--- src/core/rfm_pkg.sv ---
// Summary of operation
// RX mode plus start begins listening until stopped
// host programs channel 0..39 before starting
// auto-ack active when disable bit is 0
// matched packet answered with ACK or NACK
// valid packet stored, length-1 kept, ready flag set
// packet raises irq only when ready mask set
// host reads length, payload, then advances pointer
// reception halts while both FIFO slots full
// leaving deep sleep sets exit flag in standby
// average-power one-shot result ready after 12 us
// burst mode stores power of each packet
// host unlocks and triggers strength circuit (code has no unlock; a 0-to-1 trigger write starts it when enabled in average mode)
// source code picks core, rail two, battery
// threshold codes map to eight voltage levels
// flag-on-fail picks completion or below-level flagging
// start bit runs one comparison, result readable
// host trims VCO bias through test page
// reset loads VCO trim with 2 Mbps value
// undefined registers read zero
// status one bit layout, reset zero
// status two powerup and autocal bits
// mask bit one passes status to irq
// polarity bit selects irq active level
// strength register mode, enable, result fields
// irq held while any masked status set
// status sticky until cleared, set wins
`default_nettype none
package rfm_pkg;
	// register offsets
	localparam logic [6:0] ADDR_STS1    = 7'h00;
	localparam logic [6:0] ADDR_STS2    = 7'h01;
	localparam logic [6:0] ADDR_MSK1    = 7'h02;
	localparam logic [6:0] ADDR_MSK2    = 7'h03;
	localparam logic [6:0] ADDR_CFG     = 7'h04;
	localparam logic [6:0] ADDR_PWR     = 7'h05;
	localparam logic [6:0] ADDR_CHAN    = 7'h07;
	localparam logic [6:0] ADDR_SIG     = 7'h09;
	localparam logic [6:0] ADDR_ACK     = 7'h0B;
	localparam logic [6:0] ADDR_MON     = 7'h10;
	localparam logic [6:0] ADDR_FIFO    = 7'h11;
	localparam logic [6:0] ADDR_RXLEN   = 7'h12;
	localparam logic [6:0] ADDR_RXWIN   = 7'h13;
	localparam logic [6:0] ADDR_TRIG    = 7'h1C;
	localparam logic [6:0] ADDR_VCO     = 7'h30;
	localparam logic [6:0] ADDR_PAGE    = 7'h3F;
	// field positions
	localparam int CFG_POL_BIT   = 7;
	localparam int CFG_START_BIT = 1;
	localparam int CFG_DIR_BIT   = 0;
	localparam int PWR_DEEP_BIT  = 1;
	localparam int SIG_MODE_BIT  = 5;
	localparam int SIG_EN_BIT    = 4;
	localparam int ACK_DIS_BIT   = 4;
	localparam int MON_START_BIT = 6;
	localparam int MON_FAIL_BIT  = 5;
	localparam int MON_RES_BIT   = 7;
	localparam int TRIG_BIT      = 7;
	localparam int FIFO_ADV_BIT  = 0;
	// reset values
	localparam logic [7:0] CFG_RESET    = 8'h01;
	localparam logic [7:0] VCO_2M_RESET = 8'h76;
	localparam logic [7:0] PAGE_TEST    = 8'h01;
	// timing
	localparam int CLK_PERIOD_PS = 4000;
	localparam int RSSI_TIME_US  = 12;
	localparam int MON_TIME_US   = 2;
	localparam int WAKE_TIME_US  = 1;
	localparam int RSSI_CYC = (RSSI_TIME_US * 1000000 + CLK_PERIOD_PS - 1) / CLK_PERIOD_PS;
	localparam int MON_CYC  = (MON_TIME_US * 1000000 + CLK_PERIOD_PS - 1) / CLK_PERIOD_PS;
	localparam int WAKE_CYC = (WAKE_TIME_US * 1000000 + CLK_PERIOD_PS - 1) / CLK_PERIOD_PS;
	// receive flow states
	typedef enum logic [1:0] {RX_IDLE, RX_LISTEN, RX_ACK, RX_STALL} rfm_rx_state_t;
endpackage : rfm_pkg
`default_nettype wire

--- src/core/rfm_reg_if.sv ---
`default_nettype none
interface rfm_reg_if;
	logic       wr_en;
	logic       rd_en;
	logic [6:0] addr;
	logic [7:0] wdata;
	logic [7:0] rdata;
	modport serial_side (output wr_en, output rd_en, output addr, output wdata, input rdata);
	modport core_side (input wr_en, input rd_en, input addr, input wdata, output rdata);
endinterface : rfm_reg_if
`default_nettype wire

--- src/core/rfm_spi_slave.sv ---
`default_nettype none
module rfm_spi_slave (
	// clock and reset
	input  wire logic sys_clk,
	input  wire logic reset_n,
	// serial pins
	input  wire logic spi_cs_n,
	input  wire logic spi_sck,
	input  wire logic spi_mosi,
	output logic      spi_miso_o,
	output logic      spi_miso_oe,
	// register access
	rfm_reg_if.serial_side bus
);
	logic [2:0] cs_s1_q, cs_s2_q;
	logic       sck_d_q;
	logic [7:0] shift_q;
	logic [7:0] tx_q;
	logic [2:0] bit_q;
	logic       first_q, is_wr_q, rd_pend_q;
	logic       act, rise, fall, byte_done;
	logic [7:0] byte_in;

	// two flops on every pin before use; index 0 cs, 1 sck, 2 mosi
	always_ff @(posedge sys_clk) begin
		cs_s1_q <= {spi_mosi, spi_sck, ~spi_cs_n};
		cs_s2_q <= cs_s1_q;
		sck_d_q <= cs_s2_q[1];
	end

	// edges seen from the synchronised copy only
	assign act       = cs_s2_q[0];
	assign rise      = act && cs_s2_q[1] && !sck_d_q;
	assign fall      = act && !cs_s2_q[1] && sck_d_q;
	assign byte_in   = {shift_q[6:0], cs_s2_q[2]};
	assign byte_done = rise && (bit_q == 3'h7);

	// frame: command byte (bit 7 write, 6:0 address), then data bytes at that same address
	always_ff @(posedge sys_clk) begin
		if (!reset_n || !act) begin
			bit_q     <= 3'h0;
			first_q   <= 1'b1;
			is_wr_q   <= 1'b0;
			bus.wr_en <= 1'b0;
			rd_pend_q <= 1'b0;
			if (!reset_n) begin
				shift_q   <= 8'h00;
				bus.addr  <= 7'h00;
				bus.wdata <= 8'h00;
			end
		end else begin
			bus.wr_en <= byte_done && !first_q && is_wr_q;
			// reads load once, after the command byte: a prefetch per data byte would pop the
			// payload window twice per frame, so a read frame carries one meaningful data byte
			rd_pend_q <= byte_done && first_q && !byte_in[7];
			if (rise) begin
				shift_q <= byte_in;
				bit_q   <= bit_q + 3'h1;
			end
			if (byte_done) begin
				first_q <= 1'b0;
				if (first_q) begin
					is_wr_q  <= byte_in[7];
					bus.addr <= byte_in[6:0];
				end else begin
					bus.wdata <= byte_in;
				end
			end
		end
	end

	// read strobe in the same cycle the new address first appears; rdata decodes combinationally from it
	assign bus.rd_en = rd_pend_q;

	// miso shifts out on falling sck; data loaded well before the next byte's first fall
	always_ff @(posedge sys_clk) begin
		if (!reset_n) begin
			tx_q       <= 8'h00;
			spi_miso_o <= 1'b0;
		end else if (rd_pend_q) begin
			tx_q <= bus.rdata;
		end else if (fall) begin
			spi_miso_o <= tx_q[7];
			tx_q       <= {tx_q[6:0], 1'b0};
		end
	end

	assign spi_miso_oe = act;
endmodule : rfm_spi_slave
`default_nettype wire

--- src/core/rfm_top.sv ---
`default_nettype none
module rfm_top (
	// clock and reset
	input  wire logic        sys_clk,
	input  wire logic        reset_n,
	// serial register port
	input  wire logic        spi_cs_n,
	input  wire logic        spi_sck,
	input  wire logic        spi_mosi,
	output logic             spi_miso_o,
	output logic             spi_miso_oe,
	// receive datapath from the modem
	input  wire logic        rf_pkt_done,
	input  wire logic        rf_pkt_addr_match,
	input  wire logic        rf_pkt_crc_ok,
	input  wire logic [4:0]  rf_pkt_len_m1,
	input  wire logic        rf_byte_valid,
	input  wire logic [7:0]  rf_byte,
	input  wire logic [3:0]  rf_burst_power,
	input  wire logic [3:0]  rf_avg_power,
	input  wire logic        rf_ack_sent,
	// other event pulses
	input  wire logic        ev_tx_done,
	input  wire logic        ev_retransmit_limit,
	input  wire logic        ev_pll_unlocked,
	input  wire logic        ev_standby_exit,
	input  wire logic        ev_powerup_done,
	input  wire logic        ev_autocal_done,
	// supply levels in millivolts
	input  wire logic [11:0] core_mv,
	input  wire logic [11:0] rail2_mv,
	input  wire logic [11:0] batt_mv,
	// radio control
	output logic             rf_rx_on,
	output logic             rf_tx_on,
	output logic [5:0]       rf_channel,
	output logic             ack_req,
	output logic             ack_nack,
	output logic [7:0]       vco_bias_trim,
	output logic             deep_sleep,
	output logic             irq_pin
);
	rfm_reg_if bus ();

	rfm_spi_slave u_spi (
		.sys_clk     (sys_clk),
		.reset_n     (reset_n),
		.spi_cs_n    (spi_cs_n),
		.spi_sck     (spi_sck),
		.spi_mosi    (spi_mosi),
		.spi_miso_o  (spi_miso_o),
		.spi_miso_oe (spi_miso_oe),
		.bus         (bus.serial_side)
	);

	// threshold code to millivolts
	function automatic logic [11:0] thr_mv(input logic [2:0] code);
		case (code)
			3'h0:    thr_mv = 12'h334; // 0.82 V
			3'h1:    thr_mv = 12'h398; // 0.92 V
			3'h2:    thr_mv = 12'h460; // 1.12 V
			3'h3:    thr_mv = 12'h4E2; // 1.25 V
			3'h4:    thr_mv = 12'h596; // 1.43 V
			3'h5:    thr_mv = 12'h7D0; // 2.00 V
			3'h6:    thr_mv = 12'h8C0; // 2.24 V
			default: thr_mv = 12'h9BA; // 2.49 V
		endcase
	endfunction : thr_mv

	logic [7:0]  sts1_q, sts2_q, msk1_q, msk2_q, cfg_q, page_q, trig_q, vco_q;
	logic [5:0]  chan_q;
	logic        ack_dis_q, deep_q, sig_mode_q, sig_en_q;
	logic [3:0]  sig_res_q;
	logic [5:0]  mon_cfg_q;
	logic        mon_res_q, mon_busy_q, rssi_busy_q, wake_busy_q;
	logic [11:0] mon_cnt_q, rssi_cnt_q, wake_cnt_q;
	rfm_pkg::rfm_rx_state_t state_q, state_d;
	logic [7:0]  fifo_mem [0:63];
	logic [4:0]  len_q [0:1];
	logic        wr_slot_q, rd_slot_q, ack_req_q, ack_nack_q;
	logic [4:0]  wr_idx_q, rd_idx_q;
	logic [1:0]  cnt_q;

	// write decode
	wire w = bus.wr_en;
	wire [7:0] wd = bus.wdata;
	wire wr_sts1 = w && bus.addr == rfm_pkg::ADDR_STS1;
	wire wr_sts2 = w && bus.addr == rfm_pkg::ADDR_STS2;
	wire wr_pwr  = w && bus.addr == rfm_pkg::ADDR_PWR;
	wire wr_sig  = w && bus.addr == rfm_pkg::ADDR_SIG;
	wire wr_mon  = w && bus.addr == rfm_pkg::ADDR_MON;
	wire wr_trig = w && bus.addr == rfm_pkg::ADDR_TRIG;
	wire wr_vco  = w && bus.addr == rfm_pkg::ADDR_VCO && page_q == rfm_pkg::PAGE_TEST;
	wire advance = w && bus.addr == rfm_pkg::ADDR_FIFO && wd[rfm_pkg::FIFO_ADV_BIT] && cnt_q != 2'h0;
	wire pop     = bus.rd_en && bus.addr == rfm_pkg::ADDR_RXWIN;

	// receive flow decode
	wire run      = cfg_q[rfm_pkg::CFG_START_BIT] && !cfg_q[rfm_pkg::CFG_DIR_BIT];
	wire full     = cnt_q == 2'h2;
	wire listen   = state_q == rfm_pkg::RX_LISTEN;
	wire pkt_ok   = listen && rf_pkt_done && rf_pkt_addr_match && rf_pkt_crc_ok;
	wire pkt_bad  = listen && rf_pkt_done && rf_pkt_addr_match && !rf_pkt_crc_ok;
	wire need_ack = listen && rf_pkt_done && rf_pkt_addr_match && !ack_dis_q;
	wire commit   = pkt_ok;

	// event sources
	wire [11:0] mon_src = mon_cfg_q[1:0] == 2'h0 ? core_mv :
		mon_cfg_q[1:0] == 2'h1 ? rail2_mv : batt_mv;
	wire mon_done  = mon_busy_q && mon_cnt_q == 12'h001;
	wire mon_below = mon_src < thr_mv(mon_cfg_q[4:2]);
	wire mon_set   = mon_done && (!mon_cfg_q[rfm_pkg::MON_FAIL_BIT] || mon_below);
	wire rssi_done = rssi_busy_q && rssi_cnt_q == 12'h001;
	wire wake_done = wake_busy_q && wake_cnt_q == 12'h001;
	wire [7:0] set1 = {commit, ev_tx_done, ev_retransmit_limit, ev_pll_unlocked,
		pkt_bad, mon_set, ev_standby_exit, wake_done};
	wire [7:0] set2 = {6'h00, ev_powerup_done, ev_autocal_done};

	// status: write one to clear, a simultaneous event wins
	always_ff @(posedge sys_clk) begin
		if (!reset_n) begin
			sts1_q <= 8'h00;
			sts2_q <= 8'h00;
		end else begin
			sts1_q <= (sts1_q & ~(wr_sts1 ? wd : 8'h00)) | set1;
			sts2_q <= (sts2_q & ~(wr_sts2 ? wd & 8'h03 : 8'h00)) | set2;
		end
	end

	// irq level: any masked pending bit, then polarity
	wire pend = |(sts1_q & msk1_q) || |(sts2_q & msk2_q);
	assign irq_pin = pend ^ cfg_q[rfm_pkg::CFG_POL_BIT];

	// plain control registers
	always_ff @(posedge sys_clk) begin
		if (!reset_n) begin
			msk1_q    <= 8'h00;
			msk2_q    <= 8'h00;
			cfg_q     <= rfm_pkg::CFG_RESET;
			chan_q    <= 6'h00;
			ack_dis_q <= 1'b0;
			page_q    <= 8'h00;
			trig_q    <= 8'h00;
			vco_q     <= rfm_pkg::VCO_2M_RESET;
			deep_q    <= 1'b0;
		end else if (w) begin
			case (bus.addr)
				rfm_pkg::ADDR_MSK1: msk1_q    <= wd;
				rfm_pkg::ADDR_MSK2: msk2_q    <= wd & 8'h01;
				rfm_pkg::ADDR_CFG:  cfg_q     <= wd & 8'hA7;
				rfm_pkg::ADDR_CHAN: chan_q    <= wd[5:0];
				rfm_pkg::ADDR_ACK:  ack_dis_q <= wd[rfm_pkg::ACK_DIS_BIT];
				rfm_pkg::ADDR_PAGE: page_q    <= wd;
				rfm_pkg::ADDR_TRIG: trig_q    <= wd;
				rfm_pkg::ADDR_PWR:  deep_q    <= wd[rfm_pkg::PWR_DEEP_BIT];
				default:            vco_q     <= wr_vco ? wd : vco_q;
			endcase
		end
	end

	// deep sleep exit: flag after the standby settle time
	always_ff @(posedge sys_clk) begin
		if (!reset_n) begin
			wake_busy_q <= 1'b0;
			wake_cnt_q  <= 12'h000;
		end else if (wr_pwr && deep_q && !wd[rfm_pkg::PWR_DEEP_BIT]) begin
			wake_busy_q <= 1'b1;
			wake_cnt_q  <= 12'(rfm_pkg::WAKE_CYC);
		end else if (wake_busy_q) begin
			wake_busy_q <= !wake_done;
			wake_cnt_q  <= wake_cnt_q - 12'h001;
		end
	end

	// supply monitor: one comparison per start write; restart ignored while busy
	always_ff @(posedge sys_clk) begin
		if (!reset_n) begin
			mon_cfg_q  <= 6'h00;
			mon_busy_q <= 1'b0;
			mon_cnt_q  <= 12'h000;
			mon_res_q  <= 1'b0;
		end else if (wr_mon && !mon_busy_q) begin
			mon_cfg_q  <= wd[5:0];
			mon_busy_q <= wd[rfm_pkg::MON_START_BIT];
			mon_cnt_q  <= 12'(rfm_pkg::MON_CYC);
		end else if (mon_busy_q) begin
			mon_busy_q <= !mon_done;
			mon_cnt_q  <= mon_cnt_q - 12'h001;
			mon_res_q  <= mon_done ? mon_below : mon_res_q;
		end
	end

	// signal strength: timed one-shot in average mode, per packet in burst mode
	wire rssi_go = wr_trig && wd[rfm_pkg::TRIG_BIT] && !trig_q[rfm_pkg::TRIG_BIT] && !sig_mode_q && sig_en_q;
	always_ff @(posedge sys_clk) begin
		if (!reset_n) begin
			sig_mode_q  <= 1'b0;
			sig_en_q    <= 1'b0;
			sig_res_q   <= 4'h0;
			rssi_busy_q <= 1'b0;
			rssi_cnt_q  <= 12'h000;
		end else begin
			if (wr_sig) begin
				sig_mode_q <= wd[rfm_pkg::SIG_MODE_BIT];
				sig_en_q   <= wd[rfm_pkg::SIG_EN_BIT];
			end
			if (rssi_go) begin
				rssi_busy_q <= 1'b1;
				rssi_cnt_q  <= 12'(rfm_pkg::RSSI_CYC);
			end else if (rssi_busy_q) begin
				rssi_busy_q <= !rssi_done;
				rssi_cnt_q  <= rssi_cnt_q - 12'h001;
			end
			if (rssi_done)
				sig_res_q <= rf_avg_power;
			else if (sig_mode_q && commit)
				sig_res_q <= rf_burst_power;
		end
	end

	// receive state machine; a full FIFO parks it in the stall state
	always_comb begin
		state_d = state_q;
		case (state_q)
			rfm_pkg::RX_IDLE:   if (run) state_d = rfm_pkg::RX_LISTEN;
			rfm_pkg::RX_LISTEN: begin
				if (need_ack) state_d = rfm_pkg::RX_ACK;
				else if (!run) state_d = rfm_pkg::RX_IDLE;
				else if (full || commit && cnt_q == 2'h1) state_d = rfm_pkg::RX_STALL;
			end
			rfm_pkg::RX_ACK:    if (rf_ack_sent) state_d = !run ? rfm_pkg::RX_IDLE :
				(full ? rfm_pkg::RX_STALL : rfm_pkg::RX_LISTEN);
			rfm_pkg::RX_STALL:  begin
				if (!run) state_d = rfm_pkg::RX_IDLE;
				else if (!full) state_d = rfm_pkg::RX_LISTEN;
			end
			default:            state_d = rfm_pkg::RX_IDLE;
		endcase
	end

	always_ff @(posedge sys_clk) begin
		if (!reset_n) begin
			state_q    <= rfm_pkg::RX_IDLE;
			ack_req_q  <= 1'b0;
			ack_nack_q <= 1'b0;
		end else begin
			state_q    <= state_d;
			ack_req_q  <= need_ack;
			ack_nack_q <= need_ack ? !rf_pkt_crc_ok : ack_nack_q;
		end
	end

	// two-slot payload store; bytes land in the free slot, kept only on a good packet
	always_ff @(posedge sys_clk) begin
		if (listen && rf_byte_valid && !full)
			fifo_mem[{wr_slot_q, wr_idx_q}] <= rf_byte;
		if (commit)
			len_q[wr_slot_q] <= rf_pkt_len_m1;
	end

	always_ff @(posedge sys_clk) begin
		if (!reset_n) begin
			wr_slot_q <= 1'b0;
			rd_slot_q <= 1'b0;
			wr_idx_q  <= 5'h00;
			rd_idx_q  <= 5'h00;
			cnt_q     <= 2'h0;
		end else begin
			wr_idx_q  <= rf_pkt_done ? 5'h00 : wr_idx_q + 5'(listen && rf_byte_valid && !full);
			wr_slot_q <= wr_slot_q ^ commit;
			rd_slot_q <= rd_slot_q ^ advance;
			rd_idx_q  <= advance ? 5'h00 : rd_idx_q + 5'(pop);
			cnt_q     <= cnt_q + 2'(commit) - 2'(advance);
		end
	end

	// read mux; anything unlisted reads zero
	assign bus.rdata =
		bus.addr == rfm_pkg::ADDR_STS1  ? sts1_q :
		bus.addr == rfm_pkg::ADDR_STS2  ? sts2_q :
		bus.addr == rfm_pkg::ADDR_MSK1  ? msk1_q :
		bus.addr == rfm_pkg::ADDR_MSK2  ? msk2_q :
		bus.addr == rfm_pkg::ADDR_CFG   ? cfg_q :
		bus.addr == rfm_pkg::ADDR_PWR   ? {6'h00, deep_q, 1'b0} :
		bus.addr == rfm_pkg::ADDR_CHAN  ? {2'h0, chan_q} :
		bus.addr == rfm_pkg::ADDR_SIG   ? {2'h0, sig_mode_q, sig_en_q, sig_res_q} :
		bus.addr == rfm_pkg::ADDR_ACK   ? {3'h0, ack_dis_q, 4'h0} :
		bus.addr == rfm_pkg::ADDR_MON   ? {mon_res_q, mon_busy_q, mon_cfg_q} :
		bus.addr == rfm_pkg::ADDR_RXLEN ? {3'h0, len_q[rd_slot_q]} :
		bus.addr == rfm_pkg::ADDR_RXWIN ? fifo_mem[{rd_slot_q, rd_idx_q}] :
		bus.addr == rfm_pkg::ADDR_TRIG  ? trig_q :
		bus.addr == rfm_pkg::ADDR_VCO   ? vco_q :
		bus.addr == rfm_pkg::ADDR_PAGE  ? page_q : 8'h00;

	assign rf_rx_on      = listen;
	assign rf_tx_on      = state_q == rfm_pkg::RX_ACK;
	assign rf_channel    = chan_q;
	assign ack_req       = ack_req_q;
	assign ack_nack      = ack_nack_q;
	assign vco_bias_trim = vco_q;
	assign deep_sleep    = deep_q;

	// helper: cycles spent in one strength measurement
	logic [11:0] rssi_len_q;
	always_ff @(posedge sys_clk) begin
		if (!reset_n || rssi_go) rssi_len_q <= 12'h000;
		else if (rssi_busy_q) rssi_len_q <= rssi_len_q + 12'h001;
	end
endmodule : rfm_top
`default_nettype wire

--- config.mk ---
export PLATFORM = sky130hd
export DESIGN_NAME = rfm_top
export DESIGN_NICKNAME = d
export VERILOG_FILES = /design/src/core/rfm_pkg.sv /design/src/core/rfm_reg_if.sv /design/src/core/rfm_spi_slave.sv /design/src/core/rfm_top.sv
export SDC_FILE = /design/constraint.sdc
export NUM_CORES = 1
export LEC_CHECK = 0
export BUFFER_PORTS_ARGS = -buffer_cell sky130_fd_sc_hd__buf_2
export CORE_AREA = 2 2 271 273
export DETAILED_ROUTE_END_ITERATION = 10
export DIE_AREA = 0 0 273 275
export PLACE_DENSITY_LB_ADDON = 0.3
export SETUP_SLACK_MARGIN = 0.05
export SYNTH_ARGS = -nofsm -noshare
export SYNTH_HDL_FRONTEND = slang
export SYNTH_SLANG_ARGS = --single-unit
--- constraint.sdc ---
create_clock -name sys_clk -period 2.95 [get_ports sys_clk]
set_input_delay 0 -clock sys_clk [delete_from_list [all_inputs] [get_ports sys_clk]]
set_output_delay 0 -clock sys_clk [all_outputs]
set_load 0.05 [all_outputs]
==> metrics.md, run 1 <==
| Metric | Value |
|---|---|
| DRC viols | `0` |
| Final hold violation count | `0` |
| Main combinational cell family by area after synthesis | `multiplexers` |
| Slew HR | `~16%` |
| Reg2reg setup slack | `between 0.15 and 0.2 ns` |
| Gr usage total | `between 10% and 20%` |
| Post-synth top flop | `edfxtp_1` |
| Crit Path Class | `flip-flop to flip-flop` |
| Sw power | `approximately 4000 µW` |
| EDFF count, synth | `544` |
| Hold Path Origin | `spi_mosi` |
| Setup ws final | `between 0.15 and 0.2 ns` |
| Register area | `a little under 20000 µm²` |
| Max-cap violations | `0` |
| Multi-input gate area | `8700 µm²` |
| Number of cells on the worst hold path | `2` |
| Fin area | `roughly 34000 µm²` |
| Gpl congestion | `slightly above 0.9` |
| Critical path startpoint category | `flip-flop` |
| Crit path arrival time | `about 3.2 ns` |
| Routed Antenna Nets | `0` |
| Part of the power in the clock network | `between 40 and 50%` |
| Worst hold path class | `input port to flip-flop` |
| DP Wirelength | `~50 mm` |
| Total die area | `75100 µm²` |
| Reg clk slew, reported paths | `around 0.06 ns` |
| Fmax | `around 0.36 GHz` |
| Synthesized-area fraction occupied by adder cells | `under 10%` |
| RR Endpoint | `u_spi.tx_q[0]` |
| Int Power | `16300 µW` |
| Setup_tns | `0 ns` |
| Final setup fails | `0` |
| Placed inst area | `between 30000 and 40000 µm²` |
| R2r startpoint | `rd_idx_q[0]` |
| Worst-case clock buffer depth | `3` |
| Pre-Repair DR Iteration Count | `6` |
| Yosys warnings | `0` |
| Worst Tran Pin Value | `about 1.3 ns` |
| Clk Tree Root Cell | `clkbuf_16` |
| Ports | `95` |
| Inserted Diodes | `0` |
| Clk_lat worst skew | `0.61 ns` |
| Via Count | `17400` |
| Combinational power share | `under 10%` |
| Post-synth net total | `slightly below 2000` |
| Compound-Gate Fraction of Synth Area | `under 10%` |
| Initial core utilization | `39.6%` |
| RSZ-0062 raised after global routing | `false` |
| Fin crit period | `between 2 and 3 ns` |
| Register area share after synthesis | `67.5%` |
| Pre-CTS WS | `around 0.079 ns` |
| Dpl cells | `between 2000 and 3000` |
| # port buffers | `between 90 and 100` |
| Crit path max fanout | `12` |
| Clock buffer count from CTS | `73` |
| Min Hold Slack | `between 0.04 and 0.05 ns` |
| Vias in the first global route | `~17000` |
| Unique masters post-synth | `between 70 and 80` |
| First-pass GRT wire length | `about 110 mm` |
| Via density | `approximately 5.5` |
| Post-synthesis register bit count | `around 690` |
| Xor/xnor share of the synthesized area | `under 10%` |
| Reg power frac | `roughly 52%` |
| Rows | `a little under 100` |
| Initial DRC Count | `1767` |
| WL final | `73.5 mm` |
| Post-Synthesis Cells | `roughly 1900` |
| Post-synthesis simple-gate area fraction | `8.50%` |
| Core area | `just over 70000 µm²` |
| Asr flop ratio synth | `0%` |
| Crit end category | `flip-flop` |
| H-tree depth | `3` |
| Multiplexer share of the synthesized area | `between 10% and 20%` |
| Share of cells above drive strength 1 | `between 20% and 30%` |
| Hold endpoint | `u_spi.cs_s1_q[2]` |
| Post-route clock period utilization | `94.0%` |
| FILL cells | `~6200` |
| # clock sinks | `694` |
| PD cells | `around 600 nW/µm²` |
| Final global-route overflow total | `0` |
| CP most frequent cell | `mux4_2` |
| Synthesized cell area | `28600 µm²` |
| CP cell instances | `buf_12 -> buf_4 -> mux4_2 -> mux4_2 -> nand2_1 -> nand3_1 -> a2111oi_2 -> o22ai_1` |
| Status | `finished clean` |
| Drt wl/cell | `about 23 µm` |
| CTS tree | `done` |
| Die height | `between 200 and 300 µm` |
| Initial antenna violation count | `0` |
| Layout overhead on the synthesized area | `18.7%` |
| Reg2reg path depth | `8` |
| VDD IR-drop max | `0.489 mV` |
| Bufs and invs on worst path | `2` |
| Mean Syn Cell Area | `about 15 µm²` |
| Largest net degree at the start of global routing | `65` |
| Lkg Pwr | `about 0.012 µW` |
| Final instance count without filler cells | `about 3200` |
| Sw frac | `approximately a fifth` |
| Die W | `273 µm` |
| Slowest CP cell | `a2111oi_2` |
| Worst path max stage delay | `around 0.53 ns` |
| Fin nets | `roughly 2200` |
| Clk_skew | `about 0.016 ns` |
| Worst path top cell family by delay | `multiplexers` |
| Slew Limit Fails | `0` |
| Required @ worst endpoint | `between 3 and 4 ns` |
power groups by stage:
stage               Sequential [µW]  Clock [µW]  Combinational [µW]
floorplan                     10800           0                 145
global placement              10800           0                 370
detailed placement            10800           0                 384
CTS                           10600        9470                 414
global route                  10600        9840                 447
finish                        10600        9290                 413
worst reg2reg max path: stages, from the launching register on:
cell,delay [ns]
dfxtp_4,0.40
buf_12,0.16
buf_4,0.13
mux4_2,0.48
mux4_2,0.52
nand2_1,0.10
nand3_1,0.18
a2111oi_2,0.53
o22ai_1,0.14
metal layers:
| layer | up-vias | track usage, % | part of all wire [%] |
|---|---|---|---|
| met5 | - | 0 | 0 |
| li1 | 7833 | - | - |
| met4 | 0 | 5.54 | 2.5 |
| met3 | 116 | 3.06 | 5.6 |
| met1 | 8905 | 27.0 | 44 |
| met2 | 588 | 32.3 | 48 |
layout by cell type, fill, tap and decap left out, types with 24 or more instances in the layout:
master         instances
nor3_1                31
buf_4                166
xnor2_1               29
a21oi_1               50
and3_1                24
dfxtp_1              148
nor2_1               201
dlygate4sd3_1         32
inv_1                 29
ha_1                  29
nand2_1              107
buf_2                 91
mux4_2               122
a22oi_1               38
o21ai_0               36
nand3_1               37
mux2i_1               85
edfxtp_1             544
clkbuf_16             79
sequential cells by signal, indices dropped and copies added, names as in the netlist, 3 cells and up, named ones only:
name / count
sig_res_q: 4
trig_q: 8
wr_idx_q: 5
rssi_cnt_q: 12
mon_cnt_q: 12
u_spi.bit_q: 3
mon_cfg_q: 6
u_spi.bus.wdata: 8
u_spi.shift_q: 7
wake_cnt_q: 12
cfg_q: 5
u_spi.bus.addr: 7
rf_channel: 6
vco_bias_trim: 8
u_spi.tx_q: 8
page_q: 8
u_spi.cs_s2_q: 3
len_q: 10
sts1_q: 8
fifo_mem: 512
msk1_q: 8
u_spi.cs_s1_q: 3
rd_idx_q: 5
stage by stage:
stage	utilization (%)	power (µW)
global placement	43.1	11200
global route	47.0	20900
detailed placement	43.1	11200
floorplan	-	10900
finish	47.0	20300
CTS	46.9	20500
cells by family (layout without fill, tap and decap cells):
| logic type | after synthesis | after routing |
|---|---|---|
| buffers and inverters | 136 | 460 |
| XOR/XNOR | 41 | 41 |
| AND/OR/NAND/NOR | 511 | 511 |
| AO/OA/AOI/OAI | 239 | 239 |
| adder cells (fa/ha/maj) | 29 | 29 |
| multiplexers | 228 | 228 |
| flip-flops | 694 | 694 |
how the worst max path moves through the flow:
stage | from | endpoint | slack (ns) | depth (start not counted)
6_report | rd_idx_q[0] | u_spi.tx_q[0] | 0.18 | 8
5_1_grt | rssi_cnt_q[4] | sig_res_q[1] | 0.07 | 5
4_1_cts | rd_idx_q[0] | u_spi.tx_q[6] | 0.06 | 8
3_5_place_dp | rd_idx_q[0] | u_spi.tx_q[6] | 0.08 | 8
3_3_place_gp | rd_idx_q[0] | u_spi.tx_q[4] | 0.18 | 8
2_1_floorplan | state_q[1] | fifo_mem[30][0] | 0.21 | 6
repair_timing:
item / 4_1_cts / 5_1_grt
hold endpoints to repair: 154 / 0
setup endpoints to repair: 0 / 8
gates resized for setup: 0 / 2
buffers inserted: 0 / 7
hold buffers: 32 / 0
layout make-up:
class | count | share of cell area [%]
sequential | 694 | 56.9
multi-input combinational | 1048 | 25.6
clock inverter | 32 | 1.02
inverter | 30 | 0.331
timing repair buffer | 297 | 6.42
clock buffer | 101 | 6.15
tap | 959 | 3.53
synth_stat cells (all sizes together) (5+ instances only):
cell type	instances	share of area, %
edfxtp	544	57
nor2	202	2.7
dfxtp	150	10
mux4	125	9.9
nand2	107	1.4
mux2i	85	3.0
clkbuf	62	0.82
a21oi	50	0.87
buf	44	0.90
a22oi	38	1.0
nand3	38	0.66
o21ai	36	0.63
nor3	33	0.62
inv	30	0.39
ha	29	1.3
xnor2	29	0.89
and3	24	0.52
nor2b	20	0.44
mux2	18	0.71
nand2b	17	0.37
a211oi	14	0.37
a22o	14	0.43
xor2	12	0.37
nor4	11	0.24
a221oi	10	0.31
a31oi	10	0.22
and2	9	0.20
nand4	9	0.20
nor4b	8	0.27
a2111oi	7	0.24
nand3b	7	0.18
a21boi	6	0.16
a21o	6	0.16
a32oi	6	0.18
nor3b	5	0.13
o211ai	5	0.13
o22ai	5	0.11
or4	5	0.13
Note: power is estimated with default switching activity, not from simulation.
==> run 2, diff against run 1 <==
Settings changed: PLACE_DENSITY set to 0.66, PLACE_DENSITY_LB_ADDON 0.3 to not set.
==> run 2 against run 1 <==
Net effect:
- clock power is 5.9% lower
- sequential share of layout area up 0.51 points
- non-clock buffer count fell by 17
- clock skew rose by 0.0025 ns
- critical path type unchanged
- largest cell class unchanged
==> metrics.md, run 2 (synthesized netlist as in run 1, its figures left out) <==
| Metric | Value |
|---|---|
| Max-cap violations | `0 (unchanged)` |
| Total die area | `75100 µm² (unchanged)` |
| Via density | `5.56 (+0.78%)` |
| Drt wl/cell | `23.6 µm (+1.3%)` |
| Crit path arrival time | `3.34 ns (+0.10 ns)` |
| Initial antenna violation count | `0 (unchanged)` |
| Setup_tns | `0 ns (unchanged)` |
| Final hold violation count | `0 (unchanged)` |
| Most common cell after layout, fill and taps aside | `edfxtp_1` |
| Fin nets | `2228 (-0.80%)` |
| Final global-route overflow total | `0 (unchanged)` |
| First-pass GRT wire length | `110 mm (+0.48%)` |
| Crit path max fanout | `18 (+6)` |
| Die W | `273 µm (unchanged)` |
| Most frequent cells in the layout | `edfxtp_1, nor2_1, buf_4` |
| Fmax | `0.351 GHz (-2.5%)` |
| Slew HR | `14.5% (-1.6 points)` |
| Hold Path Origin | `spi_sck` |
| Setup ws final | `0.104 ns (-0.0720 ns)` |
| DP Wirelength | `49.7 mm (-0.84%)` |
| Clk_skew | `0.0183 ns (+0.00250 ns)` |
| Max reg flops | `512 (unchanged)` |
| Clk_lat worst skew | `0.63 ns (+0.02 ns)` |
| Reg2reg setup slack | `0.10 ns (-0.07 ns)` |
| DRC viols | `0 (unchanged)` |
| Die height | `275 µm (unchanged)` |
| Core area | `72300 µm² (unchanged)` |
| Share of cells above drive strength 1 | `23.3% (-0.74 points)` |
| Vias in the first global route | `17600 (+1.1%)` |
| RR Endpoint | `u_spi.tx_q[6]` |
| Ports | `95 (unchanged)` |
| Worst Tran Pin Value | `1.28 ns (+0.0234 ns)` |
| Rows | `99 (unchanged)` |
| Critical path startpoint category | `flip-flop` |
| Crit end category | `flip-flop` |
| Routed Antenna Nets | `0 (unchanged)` |
| WL final | `74.0 mm (+0.68%)` |
| PD cells | `586 nW/µm² (-1.9%)` |
| Status | `finished clean` |
| Number of cells on the worst hold path | `2 (unchanged)` |
| Crit Path Class | `flip-flop to flip-flop` |
| Worst hold path class | `input port to flip-flop` |
| Clk Tree Root Cell | `clkbuf_16` |
| Worst-case clock buffer depth | `3 (unchanged)` |
| # clock sinks | `694 (unchanged)` |
| Gr usage total | `19.6% (about the same)` |
| # port buffers | `91 (unchanged)` |
| Pwr Total | `19700 µW (-2.7%)` |
| Initial DRC Count | `1930 (+9.2%)` |
| Via Count | `17500 (+0.14%)` |
| RSZ-0062 raised after global routing | `true` |
| VDD IR-drop max | `0.491 mV (+0.32%)` |
| Layout overhead on the synthesized area | `17.7%` |
| Pre-Repair DR Iteration Count | `6 (unchanged)` |
| Required @ worst endpoint | `3.45 ns (+0.04 ns)` |
| Inserted Diodes | `0 (unchanged)` |
| Largest net degree at the start of global routing | `65 (unchanged)` |
| Slew Limit Fails | `0 (unchanged)` |
| Lkg Pwr | `0.0113 µW (-1.3%)` |
| Final setup fails | `0 (unchanged)` |
| Reg clk slew, reported paths | `0.06 ns (about the same)` |
| Clock buffer count from CTS | `72 (-1.4%)` |
| Largest Register | `fifo_mem` |
| Hold endpoint | `u_spi.cs_s1_q[1]` |
| H-tree depth | `3 (unchanged)` |
| Post-route clock period utilization | `96.5% (+2.4 points)` |
| Gpl congestion | `0.928 (-0.53%)` |
| Fin crit period | `2.85 ns (+0.0720 ns)` |
| CTS tree | `done` |
| Initial core utilization | `39.6% (unchanged)` |
| Reg2reg path depth | `7 (-1)` |
| Pre-CTS WS | `0.0844 ns (+0.00544 ns)` |
| R2r startpoint | `rd_idx_q[0]` |
## run 2: changes by cell type in the layout (fill, tap and decap cells not counted), moves of 2 or more
cell           change
clkbuf_16          -4
dlygate4sd3_1      -2
bufinv_16          -4
inv_16             +2
clkbuf_1           -7
buf_4             -15
inv_6              +3
clkinv_1          +11
clkbuf_8           -2
## run 2: layout make-up
| type | count | area (µm²) |
|---|---|---|
| Timing Repair Buffer | 280 | 2060 |
| Multi-Input combinational cell | 1048 | 8710 |
| Clock inverter | 42 | 323 |
| Tap cell | 959 | 1200 |
| Sequential cell | 694 | 19300 |
| Fill cell | 6235 | 38700 |
| Clock buffer | 88 | 1940 |
| Inverter | 30 | 113 |
## run 2: metrics by stage
stage	util (%)	cells	instance area [µm²]	hold WS (ns)
after CTS	46.5	3140	33600	0.0102
after floorplan	-	1878	28600	0.0277
after detailed placement	43.0	2980	31100	0.109
after global placement	43.0	2980	31100	0.111
after global routing	46.6	3141	33700	0.0253
final	46.6	3141	33700	0.0266
## run 2: timing repair
action                                  4_1_cts  5_1_grt
hold buffers                                 30        0
endpoints found under the setup margin        0       10
endpoints found under the hold margin        82        0
resized for setup                             0        2
setup buffers                                 0        1
## run 2: how the worst max path moves through the flow
stage                 from               to  slack, ns  cells past startpoint
2_1_floorplan   state_q[1]  fifo_mem[30][0]       0.21                      6
3_3_place_gp   rd_idx_q[0]    u_spi.tx_q[6]       0.07                      7
3_5_place_dp   rd_idx_q[0]    u_spi.tx_q[6]       0.08                      7
4_1_cts        rd_idx_q[0]    u_spi.tx_q[6]       0.05                      7
5_1_grt        rd_idx_q[0]    u_spi.tx_q[6]       0.04                      8
6_report       rd_idx_q[0]    u_spi.tx_q[6]       0.10                      7
## run 2: power breakdown
group | switching [µW] | leakage [µW] | internal (µW)
clock | 3780 | 0.00111 | 4970
sequential | 37.8 | 0.00613 | 10600
combinational | 287 | 0.00410 | 124
total | 4100 | 0.0113 | 15600
## run 2: routing by layer
layer	routed length, µm	vias up	part of all wire, %	GRT usage (%)
met4	1980	0	2.7	5.59
met5	0	-	0	0
met2	35400	681	48	32.0
li1	-	7771	-	-
met1	31500	8884	43	27.0
met3	5140	130	6.9	3.24
## run 2: critical path, stage by stage (launching register included)
cell      delay, ns
dfxtp_4        0.59
buf_12         0.25
mux4_2         0.51
a22o_1         0.28
a221oi_1       0.42
o21ai_0        0.19
o41ai_1        0.35
a21oi_1        0.12
==> run 3, diff against run 2 <==
Settings changed: HOLD_SLACK_MARGIN set to 0.15, RECOVER_POWER set to 25.
==> run 3 against run 2 <==
Net effect:
- the run now ends with capacitance limit, slew limit left
- die area unchanged
- sequential share of layout area is 0.35 points lower
- sequential power hardly changed
- critical path depth did not move
- setup slack gained 0.021 ns
- routed wire length rose by 0.20%
- fmax rose by 0.74%
- combinational power increased by 5%
- cell count up 0.70%
- worst hold slack better by 0.16 ns
- via count increased by 0.82%
- largest power group unchanged
==> metrics.md, run 3 (synthesized netlist as in run 1, its figures left out) <==
| Metric | Value |
|---|---|
| Status | `finished with violations` |
| Failing checks | `capacitance limit, slew limit` |
| Slew Limit Fails | `343 (+343)` |
| Clk_skew | `0.0185 ns (+0.000190 ns)` |
| Share of cells above drive strength 1 | `22.7% (-0.55 points)` |
| Most common cell after layout, fill and taps aside | `edfxtp_1` |
| Register area | `19300 µm² (unchanged)` |
| Worst hold path class | `input port to flip-flop` |
| Vias in the first global route | `17700 (+0.60%)` |
| Gpl congestion | `0.928 (unchanged)` |
| DP Wirelength | `49.7 mm (unchanged)` |
| Drt wl/cell | `23.4 µm (-0.50%)` |
| Post-route clock period utilization | `95.8% (-0.71 points)` |
| Initial core utilization | `39.6% (unchanged)` |
| Reg2reg path depth | `7 (unchanged)` |
| Inserted Diodes | `0 (unchanged)` |
| Combinational power share | `2.2% (about the same)` |
| Crit end category | `flip-flop` |
| Sw power | `4100 µW (about the same)` |
| Final setup fails | `0 (unchanged)` |
| Int Power | `15700 µW (+0.14%)` |
| Crit path arrival time | `3.32 ns (-0.02 ns)` |
| Worst Tran Pin Value | `3.02 ns (+1.73 ns)` |
| Initial DRC Count | `1867 (-3.3%)` |
| Lkg Pwr | `0.0114 µW (+0.68%)` |
| Initial antenna violation count | `0 (unchanged)` |
| Setup_tns | `0 ns (unchanged)` |
| # clock sinks | `694 (unchanged)` |
| Die W | `273 µm (unchanged)` |
| DRC viols | `0 (unchanged)` |
| H-tree depth | `3 (unchanged)` |
| Fin nets | `2250 (+0.99%)` |
| Max reg flops | `512 (unchanged)` |
| Fmax | `0.354 GHz (+0.74%)` |
| Number of cells on the worst hold path | `7 (+5)` |
| Hold Path Origin | `batt_mv[7]` |
| Ports | `95 (unchanged)` |
| R2r startpoint | `rd_idx_q[0]` |
| Clk Tree Root Cell | `clkbuf_16` |
| Crit Path Class | `flip-flop to flip-flop` |
| Reg2reg setup slack | `0.13 ns (+0.02 ns)` |
| Slew HR | `-101% (-120 points)` |
| RR Endpoint | `u_spi.tx_q[6]` |
| Final hold violation count | `0 (unchanged)` |
| Pre-Repair DR Iteration Count | `6 (unchanged)` |
| Most frequent cells in the layout | `edfxtp_1, nor2_1, buf_4` |
| Total die area | `75100 µm² (unchanged)` |
| Rows | `99 (unchanged)` |
| Critical path startpoint category | `flip-flop` |
| Sw frac | `20.7% (-0.023 points)` |
| Largest net degree at the start of global routing | `65 (unchanged)` |
| Required @ worst endpoint | `3.45 ns (about the same)` |
| Fin crit period | `2.82 ns (-0.0209 ns)` |
| WL final | `74.2 mm (+0.20%)` |
| PD cells | `583 nW/µm² (-0.50%)` |
| Reg power frac | `53.6% (about the same)` |
| Clk_lat worst skew | `0.62 ns (about the same)` |
| Reg clk slew, reported paths | `0.06 ns (about the same)` |
| Layout overhead on the synthesized area | `18.4%` |
| Crit path max fanout | `18 (unchanged)` |
| CTS tree | `done` |
| First-pass GRT wire length | `111 mm (+0.25%)` |
| Via Count | `17600 (+0.82%)` |
| Via density | `5.57 (+0.12%)` |
| Max-cap violations | `6 (+6)` |
| Pwr Total | `19800 µW (+0.11%)` |
| VDD IR-drop max | `0.491 mV (about the same)` |
| Multi-input gate area | `8710 µm² (unchanged)` |
| Core area | `72300 µm² (unchanged)` |
| Hold endpoint | `sts1_q[2]` |
| Die height | `275 µm (unchanged)` |
| Gr usage total | `19.6% (+0.028 points)` |
| Clock buffer count from CTS | `72 (unchanged)` |
| Part of the power in the clock network | `44.2% (about the same)` |
| Final global-route overflow total | `0 (unchanged)` |
| # port buffers | `91 (unchanged)` |
| RSZ-0062 raised after global routing | `true` |
| Largest Register | `fifo_mem` |
| FILL cells | `6219 (-0.26%)` |
| Worst-case clock buffer depth | `3 (unchanged)` |
| Routed Antenna Nets | `0 (unchanged)` |
-- run 3: changes by cell type in the layout (fill, tap and decap cells not counted), sizes merged --
| cell | delta |
|---|---|
| buf | -7 |
| clkbuf | +7 |
| dlygate4sd3 | +22 |
-- run 3: critical path, cell delays in order, from the launching register on --
cell and delay (ns):
dfxtp_4 0.59, buf_12 0.25, mux4_2 0.51, a22o_1 0.28
a221oi_1 0.41, o21ai_0 0.19, o41ai_1 0.35, a21oi_1 0.12
-- run 3: cell type report --
type,instances,area share (%)
well taps,959,3.54
clock inverters,42,0.952
repair buffers,302,6.69
flip-flops and latches,694,57.1
multi-input cells,1048,25.7
inverters,30,0.332
clock buffers,88,5.71
-- run 3: power by group through the flow --
stage | logic [µW] | clock network, µW | registers [µW]
2_1_floorplan | 145 | 0 | 10800
3_3_place_gp | 370 | 0 | 10800
3_5_place_dp | 384 | 0 | 10800
4_1_cts | 430 | 8890 | 10600
5_1_grt | 465 | 9250 | 10600
6_report | 430 | 8740 | 10600
-- run 3: how the worst max path moves through the flow --
stage / start / end / slack [ns] / cells after the start
4_1_cts: rd_idx_q[0] / u_spi.tx_q[6] / 0.05 / 7
6_report: rd_idx_q[0] / u_spi.tx_q[6] / 0.13 / 7
5_1_grt: rd_idx_q[0] / u_spi.tx_q[6] / 0.04 / 8
2_1_floorplan: state_q[1] / fifo_mem[30][0] / 0.21 / 6
3_5_place_dp: rd_idx_q[0] / u_spi.tx_q[6] / 0.08 / 7
3_3_place_gp: rd_idx_q[0] / u_spi.tx_q[6] / 0.07 / 7
-- run 3: stage by stage --
step                      worst slack (ns)  hold WS (ns)  utilization, %  area [µm²]  std cells
after global placement              0.0652         0.111            43.0       31100       2980
after CTS                           0.0544         0.159            46.8       33900       3162
final                                0.125         0.184            46.9       33900       3163
after global routing                0.0413         0.197            46.9       33900       3163
after detailed placement            0.0844         0.109            43.0       31100       2980
after floorplan                      0.212        0.0277               -       28600       1878
-- run 3: what timing repair did --
action | CTS | global route
gates resized for setup | 0 | 2
setup buffers | 0 | 1
setup endpoints to repair | 0 | 10
endpoints found under the hold margin | 268 | 0
hold buffers | 52 | 0
-- run 3: routing by layer --
layer | share of wire [%] | global-route usage (%)
met5 | 0 | 0
met4 | 2.6 | 5.59
met3 | 7.4 | 3.22
met2 | 48 | 32.2
met1 | 42 | 27.0
